--- src/jmm_pkg.sv ---
package jmm_pkg;

  // ***********************************
  // word and instruction fields
  // ***********************************
  localparam int WORD_W   = 16;
  localparam int MARK_BIT = 15;
  localparam int GRP_HI   = 14;
  localparam int GRP_LO   = 13;
  localparam int OP_HI    = 12;
  localparam int OP_LO    = 11;
  localparam int IND_BIT  = 10;
  localparam int X_HI     = 9;
  localparam int X_LO     = 8;
  localparam int FN_HI    = 10;
  localparam int FN_LO    = 8;
  localparam int D_HI     = 7;

  typedef logic [WORD_W-1:0] word_type;

  localparam logic [1:0] X_PAGE0 = 2'h0;
  localparam logic [1:0] X_REL   = 2'h1;
  localparam logic [1:0] X_AC2   = 2'h2;
  localparam logic [1:0] X_AC3   = 2'h3;

  localparam logic [1:0] GRP_JUMP_MOD = 2'h0;
  localparam logic [1:0] GRP_LOAD     = 2'h1;
  localparam logic [1:0] GRP_STORE    = 2'h2;

  localparam logic [1:0] OP_JUMP = 2'h0;
  localparam logic [1:0] OP_CALL = 2'h1;
  localparam logic [1:0] OP_INC  = 2'h2;
  localparam logic [1:0] OP_DEC  = 2'h3;

  localparam word_type WORD_ONE  = 16'h0001;
  localparam word_type WORD_ZERO = 16'h0000;
  localparam word_type WORD_TWO  = 16'h0002;
  localparam word_type CHAIN_MASK = 16'h7fff;

  // ***********************************
  // carriers and states
  // ***********************************
  typedef struct packed {
    logic     valid;
    logic     write;
    word_type addr;
    word_type wdata;
  } mem_req_type;

  typedef struct packed {
    logic       done;
    word_type   next_pc;
    logic       ac3_we;
    word_type   ac3_data;
    logic       is_alu;
    logic [2:0] alu_func;
    logic       is_load;
    logic       is_store;
    logic [1:0] ac_sel;
    word_type   ea;
  } result_type;

  typedef enum logic [2:0] {
    ST_IDLE  = 3'h0,
    ST_EVAL  = 3'h1,
    ST_INDIR = 3'h3,
    ST_READ  = 3'h2,
    ST_WRITE = 3'h6,
    ST_FIN   = 3'h4
  } state_type;

endpackage

--- src/ea_former.sv ---
`timescale 1ns/1ps
module ea_former (
  input  wire logic [1:0]       mode_in,  // index field
  input  wire logic [7:0]       disp_in,  // displacement field
  input  wire jmm_pkg::word_type pc_in,   // program counter
  input  wire jmm_pkg::word_type ac2_in,  // accumulator 2
  input  wire jmm_pkg::word_type ac3_in,  // accumulator 3
  output jmm_pkg::word_type      ea_out    // effective address
);
  import jmm_pkg::*;

  wire word_type disp_zext = {8'h00, disp_in};
  wire word_type disp_sext = {{8{disp_in[7]}}, disp_in};
  wire word_type base_w    = (mode_in == X_REL) ? pc_in :
                             (mode_in == X_AC2) ? ac2_in : ac3_in;

  // page zero is the bare field
  assign ea_out = (mode_in == X_PAGE0) ? disp_zext : base_w + disp_sext;
endmodule

--- src/jump_modify_memory_exec.sv ---
// What this block does
// - opcode bits 1-2 zero selects jump/modify group by bits 3-4
// - jump loads effective address into program counter
// - call: form address, save pc plus one in ac3, then jump
// - increment memory word, write back, skip next if zero
// - decrement memory word, write back, skip next if zero
// - index 00: displacement alone is the address
// - index 01: program counter is the base
// - accumulator field 0-3 selects accumulators 0-3
// - bit 0 set marks alu instruction, function in bits 5-7
// - index 10/11: ac2 or ac3 plus signed displacement
// - relative displacement is signed, -128 to +127
`timescale 1ns/1ps
module jump_modify_memory_exec (
  input  wire logic                clock_in,     // 100 MHz clock
  input  wire logic                rst_in,       // sync reset, active high
  input  wire logic                start_in,     // instruction ready to execute
  input  wire jmm_pkg::word_type   instr_in,     // instruction word
  input  wire jmm_pkg::word_type   pc_in,        // current program counter
  input  wire jmm_pkg::word_type   ac2_in,       // accumulator 2
  input  wire jmm_pkg::word_type   ac3_in,       // accumulator 3
  output logic                     busy_out,     // executing
  output jmm_pkg::mem_req_type     mem_out,      // memory request
  input  wire logic                mem_ready_in, // memory accepts / answers
  input  wire jmm_pkg::word_type   mem_rdata_in, // memory read data
  output jmm_pkg::result_type      result_out    // outcome, done is a pulse
);
  import jmm_pkg::*;

  // ***********************************
  // state
  // ***********************************
  state_type  state_q, state_d;
  word_type   instr_q, pc_q, ac2_q, ac3_q, ea_q, data_q;
  result_type result_q;

  // ***********************************
  // decode
  // ***********************************
  // alu marker and function
  wire logic       is_alu_w   = instr_q[MARK_BIT];
  wire logic [2:0] alu_fn_w   = instr_q[FN_HI:FN_LO];
  wire logic [1:0] grp_w      = instr_q[GRP_HI:GRP_LO];
  wire logic [1:0] op_w       = instr_q[OP_HI:OP_LO];
  wire logic       jm_grp_w   = !is_alu_w && grp_w == GRP_JUMP_MOD;
  wire logic       is_jump_w  = jm_grp_w && op_w == OP_JUMP;
  wire logic       is_call_w  = jm_grp_w && op_w == OP_CALL;
  wire logic       is_inc_w   = jm_grp_w && op_w == OP_INC;
  wire logic       is_dec_w   = jm_grp_w && op_w == OP_DEC;
  wire logic       is_mod_w   = is_inc_w || is_dec_w;
  wire logic       is_load_w  = !is_alu_w && grp_w == GRP_LOAD;
  wire logic       is_store_w = !is_alu_w && grp_w == GRP_STORE;
  wire logic       ind_w      = !is_alu_w && instr_q[IND_BIT];
  wire logic [1:0] xmode_w    = instr_q[X_HI:X_LO];
  wire word_type   ea_w;

  ea_former u_ea (
    .mode_in (xmode_w),
    .disp_in (instr_q[D_HI:0]),
    .pc_in   (pc_q),
    .ac2_in  (ac2_q),
    .ac3_in  (ac3_q),
    .ea_out  (ea_w)
  );

  wire word_type mod_val_w  = is_inc_w ? mem_rdata_in + WORD_ONE
                                       : mem_rdata_in - WORD_ONE;
  wire logic     skip_w     = is_mod_w && data_q == WORD_ZERO;
  wire word_type pc_next1_w = pc_q + WORD_ONE;
  wire word_type pc_next2_w = pc_q + WORD_TWO;
  // jumps take the address, skip by two
  wire word_type next_pc_w  = (is_jump_w || is_call_w) ? ea_q :
                              skip_w ? pc_next2_w : pc_next1_w;
  // indirect chain: it ends on a word with the top bit clear
  wire logic     chain_w    = mem_rdata_in[MARK_BIT];
  wire logic     in_mem_w   = state_q == ST_INDIR || state_q == ST_READ ||
                              state_q == ST_WRITE;

  assign busy_out      = state_q != ST_IDLE;
  // one driver for the whole request word
  wire logic     wr_phase_w = state_q == ST_WRITE;
  assign mem_out       = '{valid: in_mem_w, write: wr_phase_w, addr: ea_q, wdata: data_q};
  assign result_out    = result_q;

  // ***********************************
  // sequencer
  // ***********************************
  always_comb begin
    state_d = state_q;
    unique case (state_q)
      ST_IDLE:  if (start_in) state_d = ST_EVAL;
      ST_EVAL:  state_d = ind_w ? ST_INDIR : is_mod_w ? ST_READ : ST_FIN;
      ST_INDIR: if (mem_ready_in && !chain_w) state_d = is_mod_w ? ST_READ : ST_FIN;
      ST_READ:  if (mem_ready_in) state_d = ST_WRITE;
      ST_WRITE: if (mem_ready_in) state_d = ST_FIN;
      ST_FIN:   state_d = ST_IDLE;
      default:  state_d = ST_IDLE;
    endcase
  end

  always_ff @(posedge clock_in) begin
    if (rst_in) state_q <= ST_IDLE;
    else        state_q <= state_d;
  end

  // operands are frozen at start so the caller may move on
  always_ff @(posedge clock_in) begin
    if (rst_in) begin
      instr_q <= WORD_ZERO;
      pc_q    <= WORD_ZERO;
      ac2_q   <= WORD_ZERO;
      ac3_q   <= WORD_ZERO;
    end else if (state_q == ST_IDLE && start_in) begin
      instr_q <= instr_in;
      pc_q    <= pc_in;
      ac2_q   <= ac2_in;
      ac3_q   <= ac3_in;
    end
  end

  always_ff @(posedge clock_in) begin
    if (rst_in) begin
      ea_q <= WORD_ZERO;
    end else if (state_q == ST_EVAL) begin
      ea_q <= ea_w;
    end else if (state_q == ST_INDIR && mem_ready_in) begin
      ea_q <= chain_w ? (mem_rdata_in & CHAIN_MASK) : mem_rdata_in;
    end
  end

  always_ff @(posedge clock_in) begin
    if (rst_in)                              data_q <= WORD_ZERO;
    else if (state_q == ST_READ && mem_ready_in) data_q <= mod_val_w;
  end

  // ***********************************
  // result
  // ***********************************
  always_ff @(posedge clock_in) begin
    if (rst_in) begin
      result_q <= '0;
    end else if (state_q == ST_FIN) begin
      result_q.done     <= 1'b1;
      result_q.next_pc  <= next_pc_w;
      // return link is pc plus one
      result_q.ac3_we   <= is_call_w;
      result_q.ac3_data <= pc_next1_w;
      result_q.is_alu   <= is_alu_w;
      result_q.alu_func <= alu_fn_w;
      result_q.is_load  <= is_load_w;
      result_q.is_store <= is_store_w;
      result_q.ac_sel   <= op_w;
      result_q.ea       <= ea_q;
    end else begin
      result_q.done     <= 1'b0;
    end
  end

  // ***********************************
  // checks
  // ***********************************
  wire word_type rel_off_w = ea_w - pc_q;

  jump_target_a: assert property (
    @(posedge clock_in) disable iff (rst_in)
    state_q == ST_FIN && is_jump_w |=> result_q.done && result_q.next_pc == $past(ea_q)
  ) else $error("jump did not load address");

  call_link_a: assert property (
    @(posedge clock_in) disable iff (rst_in)
    state_q == ST_FIN && is_call_w |=> result_q.ac3_we &&
      result_q.ac3_data == $past(pc_q) + WORD_ONE && result_q.next_pc == $past(ea_q)
  ) else $error("call link or target wrong");

  inc_write_a: assert property (
    @(posedge clock_in) disable iff (rst_in)
    state_q == ST_READ && mem_ready_in && is_inc_w |=>
      mem_out.valid && mem_out.write && mem_out.wdata == $past(mem_rdata_in) + WORD_ONE
  ) else $error("increment write-back wrong");

  dec_write_a: assert property (
    @(posedge clock_in) disable iff (rst_in)
    state_q == ST_READ && mem_ready_in && is_dec_w |=>
      mem_out.write && mem_out.wdata == $past(mem_rdata_in) - WORD_ONE
  ) else $error("decrement write-back wrong");

  skip_zero_a: assert property (
    @(posedge clock_in) disable iff (rst_in)
    state_q == ST_FIN && is_mod_w |=> result_q.next_pc ==
      $past(pc_q) + ($past(data_q) == WORD_ZERO ? WORD_TWO : WORD_ONE)
  ) else $error("skip decision wrong");

  wrap_zero_a: assert property (
    @(posedge clock_in) disable iff (rst_in)
    state_q == ST_READ && mem_ready_in && is_inc_w && mem_rdata_in == 16'hffff
      |=> data_q == WORD_ZERO
  ) else $error("increment did not wrap");

  ind_fetch_a: assert property (
    @(posedge clock_in) disable iff (rst_in)
    state_q == ST_EVAL && ind_w |=> mem_out.valid && !mem_out.write && mem_out.addr == $past(ea_w)
  ) else $error("indirect fetch missing");

  page_zero_a: assert property (
    @(posedge clock_in) disable iff (rst_in)
    state_q == ST_EVAL && xmode_w == X_PAGE0 |-> ea_w == {8'h00, instr_q[D_HI:0]}
  ) else $error("page zero address wrong");

  rel_span_a: assert property (
    @(posedge clock_in) disable iff (rst_in)
    state_q == ST_EVAL && xmode_w == X_REL |->
      (rel_off_w <= 16'h007f || rel_off_w >= 16'hff80)
  ) else $error("relative offset out of span");

  base_reg_a: assert property (
    @(posedge clock_in) disable iff (rst_in)
    state_q == ST_EVAL && xmode_w == X_AC3 |->
      ea_w == ac3_q + {{8{instr_q[D_HI]}}, instr_q[D_HI:0]}
  ) else $error("base register address wrong");

  alu_mark_a: assert property (
    @(posedge clock_in) disable iff (rst_in)
    state_q == ST_FIN && is_alu_w |=> result_q.is_alu && !result_q.ac3_we &&
      result_q.alu_func == $past(instr_q[FN_HI:FN_LO])
  ) else $error("alu decode wrong");

  no_mod_a: assert property (
    @(posedge clock_in) disable iff (rst_in)
    state_q == ST_EVAL && grp_w != GRP_JUMP_MOD && !ind_w |=> state_q == ST_FIN
  ) else $error("non-group instruction touched memory");
endmodule

--- config.mk ---
export PLATFORM = sky130hd
export DESIGN_NAME = jump_modify_memory_exec
export DESIGN_NICKNAME = d
export VERILOG_FILES = /design/src/jmm_pkg.sv /design/src/ea_former.sv /design/src/jump_modify_memory_exec.sv
export SDC_FILE = /design/constraint.sdc
export NUM_CORES = 1
export LEC_CHECK = 0
export BUFFER_PORTS_ARGS = -buffer_cell sky130_fd_sc_hd__buf_4
export CORE_AREA = 2 2 148 150
export CTS_CLUSTER_SIZE = 25
export DETAILED_ROUTE_END_ITERATION = 12
export DIE_AREA = 0 0 150 152
export HOLD_SLACK_MARGIN = 0.12
export PLACE_DENSITY = 0.61
export RECOVER_POWER = 25
export SETUP_SLACK_MARGIN = 0.2
export SLEW_MARGIN = 20
export SYNTH_ARGS = -nofsm -noshare
export SYNTH_HDL_FRONTEND = slang
export SYNTH_SLANG_ARGS = --single-unit
export TNS_END_PERCENT = 5
--- constraint.sdc ---
create_clock -name clock_in -period 3.95 [get_ports clock_in]
set_input_delay 0.395 -clock clock_in [delete_from_list [all_inputs] [get_ports clock_in]]
set_output_delay 0.395 -clock clock_in [all_outputs]
set_load 0.05 [all_outputs]
======== Word level (Yosys, flattened, before mapping) ========
Cells that the tools add are included.
operators by class
  reduce and logical (&&, ||, !) cells .... 27
  muxes and demuxes ....................... 16
  $add $sub $neg .......................... 5
  divide/modulo/power cells ............... 0
  multiply operators ...................... 0
  magnitude comparators ................... 0
  equal/unequal tests ..................... 16
  shift-type cells ........................ 0
  bitwise operators ....................... 0
operator list
  cell                                                   number
  2-to-1 mux 16 bit                                      8
  adder 16 x 1 -> 16 bit, second input constant          2
  2-to-1 mux 3 bit                                       6
  adder 16 bit                                           1
  adder 16 x 2 -> 16 bit, second input constant          1
  logical NOT 16 bit                                     1
  subtractor 16 x 1 -> 16 bit, second input constant     1
  case mux 3 bit (5 select lines)                        1
  logical AND 1 bit                                      13
  == test 2 bit, second input constant                   4
  == test 2 x 1 -> 1 bit, second input constant          3
  == test 3 x 2 -> 1 bit, second input constant          2
  == test 3 bit, second input constant                   2
  logical NOT 2 bit                                      3
  inequality test 2 bit, second input constant           3
  logical OR 1 bit                                       4
  AND reduction 4 bit                                    1
  == test 3 x 1 -> 1 bit, second input constant          1
  logical NOT 3 bit                                      1
  nonzero test 3 bit                                     1
  logical NOT 1 bit                                      2
  inequality test 2 x 1 -> 1 bit, second input constant  1
  nonzero test 2 bit                                     1
  2-to-1 mux 1 bit                                       1
word-level totals
  word-level logic and storage cells ...... 81
  bits in latches ......................... 0
  bits in registers ....................... 157
  memories kept ........................... 0
  RAM bits ................................ 0
  bits in read-only memories .............. 0
  output and inout port bits .............. 93

======== Longest topological paths before layout ========
Gate-level depths: netlist of the first run.
  word-level depth ........................ 7
  mapped depth ............................ 14
  mapped depth without buffers ............ 13

======== Cells and area by module ========
From an unflattened synthesis of the first run, not the netlist that was laid out.
second synthesis, totals
  cells, all modules ...................... 1120
  area total of the unflattened synthesis .. 8590.7 µm²
modules (own cells, without submodules)
  module                   cells each  times used  sequential area each (µm²)  area an instance (µm²)
  jump_modify_memory_exec  915         1           3143.0                      7173.1
  ea_former                205         1           0.0                         1417.6

======== Worst setup path before layout of the first run ========
Ideal clock, no wire load.
  path type ............................... register to register
  start point ............................. register instr_q[15]
  end point ............................... register data_q[10]
  data required time ...................... 3.849 ns
  slack ................................... 0.887 ns
  stages on the path, launching flop included .. 11
  arrival ................................. 2.962 ns
  path through ............................ dfxtp_1 nor3_2 and2_0 nand2b_1 fa_1 a21o_1 a211oi_1 o21ai_0 a2111o_1 and3_1 o41ai_1
between the ends
  cells in the longest elaborated chain, start to end .. 4
ends and longest elaborated chain
  what                    RTL line                        RTL
  from (decl)             jump_modify_memory_exec.sv:34   word_type instr_q, pc_q, ac2_q, ac3_q, ea_q, data_q;
  from (signal assigned)  jump_modify_memory_exec.sv:114  instr_q <= instr_in;
  logical NOT 1 bit       jump_modify_memory_exec.sv:45   wire logic jm_grp_w = !is_alu_w && grp_w == GRP_JUMP_MOD;
  logical AND 1 bit       jump_modify_memory_exec.sv:45
  logical AND 1 bit       jump_modify_memory_exec.sv:48   wire logic is_inc_w = jm_grp_w && op_w == OP_INC;
  2-to-1 mux 16 bit       jump_modify_memory_exec.sv:66   wire word_type mod_val_w = is_inc_w ? mem_rdata_in + WORD_ONE
  to (signal assigned)    jump_modify_memory_exec.sv:133  else if (state_q == ST_READ && mem_ready_in) data_q <= mod_val_w;
  to (decl)               jump_modify_memory_exec.sv:34
No other way between the ends.
A chain may end at the register's enable or synchronous reset.

======== Final worst setup path of the first run ========
  start point ............................. register instr_q[8]
  end point ............................... register ea_q[14]
between the ends
  cells in the longest elaborated chain, start to end .. 6
  elaborated cells on any way between the ends .. 8
ends and longest elaborated chain
  what                  RTL line                        RTL
  == test 2 bit         ea_former.sv:15                 (mode_in == X_AC2) ? ac2_in : ac3_in;
  2-to-1 mux 16 bit     ea_former.sv:15
  2-to-1 mux 16 bit     ea_former.sv:14                 wire word_type base_w = (mode_in == X_REL) ? pc_in :
  adder 16 bit          ea_former.sv:18                 assign ea_out = (mode_in == X_PAGE0) ? disp_zext : base_w + disp_sext;
  2-to-1 mux 16 bit *   ea_former.sv:18
  2-to-1 mux 16 bit *   jump_modify_memory_exec.sv:124  end else if (state_q == ST_EVAL) begin
  to (signal assigned)  jump_modify_memory_exec.sv:125  ea_q <= ea_w;
  to (signal assigned)  jump_modify_memory_exec.sv:127  ea_q <= chain_w ? (mem_rdata_in & CHAIN_MASK) : mem_rdata_in;
  to (decl)             jump_modify_memory_exec.sv:34
Every way passes the cells marked *; elsewhere a longest branch is shown, timed or not.

==> impl_metrics.yaml, run 1 <==
layout:
  final_cell_mix: "243 x nand2_1, 157 x dfxtp_1, 134 x buf_4"
  multi_input_area_sq_mm: 0.00466
  drive_above_1_share_pct: 15.7
  final-seq-area_sq_mm: 0.00314
  layout_commonest_cell: "nand2_1"
  area_growth_syn_to_layout_pct: 22.9
  diodes: 0
  stdcell_count: 1493
  fin_nets: 1318
  stdcell_area_sq_mm: 0.0100
  fillers: 2281
sta:
  relSlewSlack_pct: 29.1
  drv_slew: 0
  min_period_ns: 3.18
  fmax_mhz: 314
  fin_tns_setup_ns: 0
  timing.hold.ws_ns: 0.206
  period_share_pct: 80.5
  rsz0062_at_grt: "false"
  skew_ns: 0.00896
  setup_viol: 0
  finalHoldViolCount: 0
  worst_pin_slew_ns: 1.06
placed_design:
  port-buffer-count: 176
  placed_area_sq_mm: 0.00966
  gp_congestion: 0.896
  dp_cells: 1461
  hpwl_mm: 20.0
floorplan:
  dieWidth_um: 150
  core-area_sq_mm: 0.0214
  start_util_pct: 38.2
  dieArea_sq_mm: 0.0228
  pin_count: 177
  dieHeight_um: 152
  std_cell_rows: 54
clock_network:
  cts_resized: 0
  path_clk_slew_ns: 0.07
  cts_tree: "done"
  clock-root-buffer: "clkbuf_16"
  cts.sinks: 157
  cts-buffers-inserted: 17
  insertion_delay_ns: 0.43
  postCtsSetupRepairBufs: 0
  hold_buffers: 0
  cts_htree_levels: 4
  cts_max_path_buffers: 2
setup_path:
  critPathMaxFanout: 16
  worst-path-buf-inv: 0
  critical_path.startpoint_type: "flip-flop"
  critical_path_arrival_ns: 3.49
  crit_path_cell_trace: "nand2b_1, nand2_1, nor2_1, nor2_1, ha_1, fa_1, a21o_1, nand3_1, a21oi_1, o2111a_1, nand2b_1, a2111oi_0, nor3_1"
  slowest_delay_ns: 0.41
  crit_path_end_kind: "flip-flop"
  cp.required_ns: 4.26
  critPathSlowestCell: "fa_1"
  cp_top_family: "simple AND/OR/NAND/NOR gates"
  critPathKind: "flip-flop to flip-flop"
synthesis:
  syn-instance-count: 1056
  ys_warn_count: 0
  synth_edf_count: 0
  synth_area_sq_mm: 0.00815
  synth_cell_types: 74
  syn_avg_cell_area_sq_um: 7.72
  yosysSeqAreaShare_pct: 38.6
  ys_async_sr_fraction_pct: 0
  ys_ff_latch: 157
  synth_flop_cell: "dfxtp_1"
  syn_nets: 1174
power:
  p_per_area_mw_per_mm2: 442
  peakVddDrop_v: 0.000292
  p_total_mw: 4.43
  p_leak_nw: 3.88
route:
  routed_via_density: 5.36
  routed_wl_mm: 26.5
  firstDrtPassIters: 5
  antenna_left: 0
  drc: 0
  drt_iter0_markers: 493
  wl_per_cell_um: 17.8
  vias: 7998
flow_run:
  max-cap-violations: 0
grt:
  grt_pass1_vias: 7441
  grt_max_degree: 65
  grt_pass1_wl_mm: 41.1
  grt_overflow: 0
  grt_use_total_pct: 23.0
  antenna_found_initial: 0
outcome:
  status: "completed"
hold_path:
  hp-class: "primary input to flip-flop"
cell usage after synthesis (7+ instances only):
master	instances	area share, %
nand2_1	243	11
dfxtp_1	157	39
a21oi_1	130	8.0
nor2_1	83	3.8
clkbuf_1	56	2.6
o21ai_0	43	2.6
ha_1	32	4.9
nand3_1	29	1.8
a211oi_1	23	2.1
xnor2_1	23	2.5
nor3_1	22	1.4
o22ai_1	17	1.3
xor2_1	14	1.5
a21o_1	13	1.2
a311oi_1	13	1.4
or3_1	13	1.0
nand4_1	9	0.69
nor2b_1	9	0.69
nand2b_1	7	0.54
state kept, by name (all words and copies together), names as in the netlist:
register / count
ea_q: 16
instr_q: 16
data_q: 16
pc_q: 16
ac2_q: 16
ac3_q: 16
result_out: 58
state_q: 3
metrics by stage:
stage / utilization, % / worst slack (ns)
floorplan: - / 0.887
global placement: 45.2 / 0.926
detailed placement: 45.3 / 0.835
CTS: 48.0 / 0.802
global route: 46.9 / 0.495
finish: 46.9 / 0.768
metal layers:
layer  vias to the layer above  wire [um]  GRT usage (%)
li1                       4019          -              -
met1                      3706      12400           32.6
met2                       249      12200           36.9
met3                        24       1630           3.42
met4                         0        282           4.99
met5                         -          0              0
path summary, 6_finish.rpt:
check                 start             end  slack, ns  cells after the start
max reg2reg      instr_q[8]        ea_q[14]       0.77                     13
min reg2reg  result_out[14]  result_out[14]       0.45                      2
max              instr_q[8]        ea_q[14]       0.77                     13
min              ac3_in[15]       ac3_q[15]       0.21                      3
report_power, final:
part | leakage (nW) | switching (mW) | total, mW | internal [mW]
clock network | 0.281 | 0.768 | 1.63 | 0.858
logic | 2.32 | 0.652 | 1.01 | 0.361
registers | 1.28 | 0.114 | 1.79 | 1.67
cell families (layout without fill, tap and decap cells):
logic type	count (synthesis)	after routing	synth area share [%]
AND/OR/NAND/NOR	453	453	24.8
AO/OA/AOI/OAI	291	291	22.0
buffers and inverters	77	234	4.39
adder cells (fa/ha/maj)	34	34	5.40
multiplexers	7	7	0.875
XOR/XNOR	37	37	3.98
flip-flops	157	157	38.6
tightest hold or removal path, stage by stage:
cell	delay [ns]
buf_4	0.11
nand2_1	0.05
a21oi_1	0.05
cell type report:
class,count,share of cell area (%)
Clock buffer,18,4.39
Clock inverter,14,1.42
Inverter,7,0.262
Multi-Input combinational cell,822,46.5
Sequential cell,157,31.4
Tap cell,280,3.50
Timing Repair Buffer,195,12.5
No activity file was read; power rests on OpenSTA's default activity.
==> run 2: changes to the inputs <==
Clock period 3.95 ns to 3.1 ns, I/O delays scaled along.
==> impl_metrics.yaml, run 2 (synthesized netlist as in run 1, its figures left out) <==
setup_path:
  slowest_delay_ns: 0.43
  r2r-start: "instr_q[13]"
  rrSetupSlack_ns: 0.29
  cp_top_family: "compound AO/OA/AOI/OAI gates"
  critical_path_arrival_ns: 3.13
  r2r.worst_path.cells: 11
  critPathMaxFanout: 5
  critPathKind: "flip-flop to flip-flop"
  crit_path_end_kind: "flip-flop"
  cp.required_ns: 3.42
  critical_path.startpoint_type: "flip-flop"
  timing.rr.end: "data_q[14]"
  crit_path_cell_trace: "nor3_2, and2_1, nand2b_2, fa_1, a21o_1, a211oi_2, o21ai_1, a2111o_1, nand4_1, mux2i_1, nand2_1"
  worst-path-buf-inv: 0
  critPathSlowestCell: "a2111o_1"
hold_path:
  holdPathStages: 3
  hp-class: "primary input to flip-flop"
  min_from: "instr_in[4]"
  min_to: "instr_q[4]"
grt:
  grt_pass1_wl_mm: 41.8
  top_usage_layer: "met2"
  grt_use_total_pct: 23.6
  grt_pass1_vias: 7437
  globalRouteMet1Util_pct: 33.2
  grt_overflow: 0
  grt_use_met3_pct: 3.45
  grt_max_degree: 66
  antenna_found_initial: 0
  use_met2_pct: 37.1
route:
  drc: 0
  wl_per_cell_um: 17.9
  routed_wl_mm: 27.4
  vias: 8212
  drt_iter0_markers: 550
  antenna_left: 0
  firstDrtPassIters: 5
  routed_via_density: 5.37
sta:
  setup_viol: 0
  skew_ns: 0.00717
  min_period_ns: 2.81
  drv_slew: 0
  rsz0062_at_grt: "true"
  period_share_pct: 90.7
  relSlewSlack_pct: 50.5
  fmax_mhz: 356
  worst_pin_slew_ns: 0.733
  finalHoldViolCount: 0
placed_design:
  hpwl_mm: 20.4
  gp_congestion: 0.886
  port-buffer-count: 176
power:
  p_leak_nw: 4.06
  switching_share_pct: 33.1
  p_seq_share_pct: 39.2
  clkPwrFrac_pct: 36.4
  p_comb_share_pct: 24.4
  switchingPower_mw: 1.91
  p_per_area_mw_per_mm2: 553
  internal_power_mw: 3.87
  p_total_mw: 5.78
  peakVddDrop_v: 0.000363
clock_network:
  insertion_delay_ns: 0.43
  path_clk_slew_ns: 0.06
  postCtsSetupRepairBufs: 0
  cts_htree_levels: 4
  clock-root-buffer: "clkbuf_16"
  cts.sinks: 157
  cts-buffers-inserted: 17
  cts_max_path_buffers: 2
  cts_tree: "done"
layout:
  largest_register_ffs: 58
  finish.utilization_pct: 48.9
  fillers: 2297
  diodes: 0
  final_cell_mix: "242 x nand2_1, 155 x dfxtp_1, 147 x buf_4"
  drive_above_1_share_pct: 17.5
  area_growth_syn_to_layout_pct: 28.2
  layout_commonest_cell: "nand2_1"
  fin_nets: 1354
floorplan:
  dieWidth_um: 150
  std_cell_rows: 54
  dieArea_sq_mm: 0.0228
  pin_count: 177
  dieHeight_um: 152
  start_util_pct: 38.2
  core-area_sq_mm: 0.0214
outcome:
  status: "completed"
flow_run:
  max-cap-violations: 0
[run 2: cell count changes in the layout (fill, tap and decap cells not counted), moves of 3 or more]
cell,delta
dlygate4sd3_1,+20
buf_4,+13
nand2b_1,-3
inv_8,-3
clkbuf_1,+4
inv_6,-3
[run 2: power groups by stage]
stage	combinational [mW]	clock (mW)	sequential, mW
floorplan	0.766	0	2.42
global placement	1.36	0	2.31
detailed placement	1.37	0	2.31
CTS	1.40	2.13	2.27
global route	1.54	2.23	2.28
finish	1.41	2.10	2.27
[run 2: final cells by class]
type	instances	area, sq um	share of cell area (%)
multi-input combinational	822	4770	45.6
timing repair buffer	231	1580	15.1
clock buffer	20	447	4.27
tap	280	350	3.35
inverter	7	26.3	0.251
sequential	157	3150	30.1
clock inverter	11	133	1.27
[run 2: worst max path at each step]
stage,to,depth (start not counted),start,slack (ns)
after CTS,data_q[12],10,instr_q[13],0.14
after detailed placement,ea_q[14],13,instr_q[9],-0.02
final,data_q[14],11,instr_q[13],0.29
after global placement,ea_q[14],13,instr_q[9],0.10
after floorplan,data_q[10],10,instr_q[15],0.18
after global routing,data_q[14],11,instr_q[13],0.12
[run 2: layer usage]
| metal | routed length [um] | vias up |
|---|---|---|
| li1 | - | 4080 |
| met4 | 570 | 0 |
| met2 | 12600 | 272 |
| met1 | 12400 | 3821 |
| met5 | 0 | - |
| met3 | 1760 | 39 |
[run 2: per-stage QoR]
stage	TNS, ns	setup WS (ns)	hold WS (ns)	cell area, sq um	std cells
3_5_place_dp	-0.0215	-0.0215	0.446	9800	1477
4_1_cts	0	0.138	0.120	10600	1528
2_1_floorplan	0	0.181	0.406	8160	1056
3_3_place_gp	0	0.104	0.443	9800	1477
6_report	0	0.288	0.127	10500	1528
5_1_grt	0	0.118	0.126	10500	1528
[run 2: worst register-to-register path, stage by stage (launching register included)]
cell and delay, ns:
dfxtp_1 0.36, nor3_2 0.20, and2_1 0.18, nand2b_2 0.12, fa_1 0.43, a21o_1 0.21, a211oi_2 0.25, o21ai_1 0.14
a2111o_1 0.43, nand4_1 0.14, mux2i_1 0.19, nand2_1 0.06
[run 2: what timing repair did]
| action | CTS | global route |
|---|---|---|
| setup endpoints to repair | 8 | 16 |
| pin swaps | 0 | 4 |
| resized for setup | 8 | 19 |
| endpoints found under the hold margin | 20 | 0 |
| hold buffers | 20 | 0 |
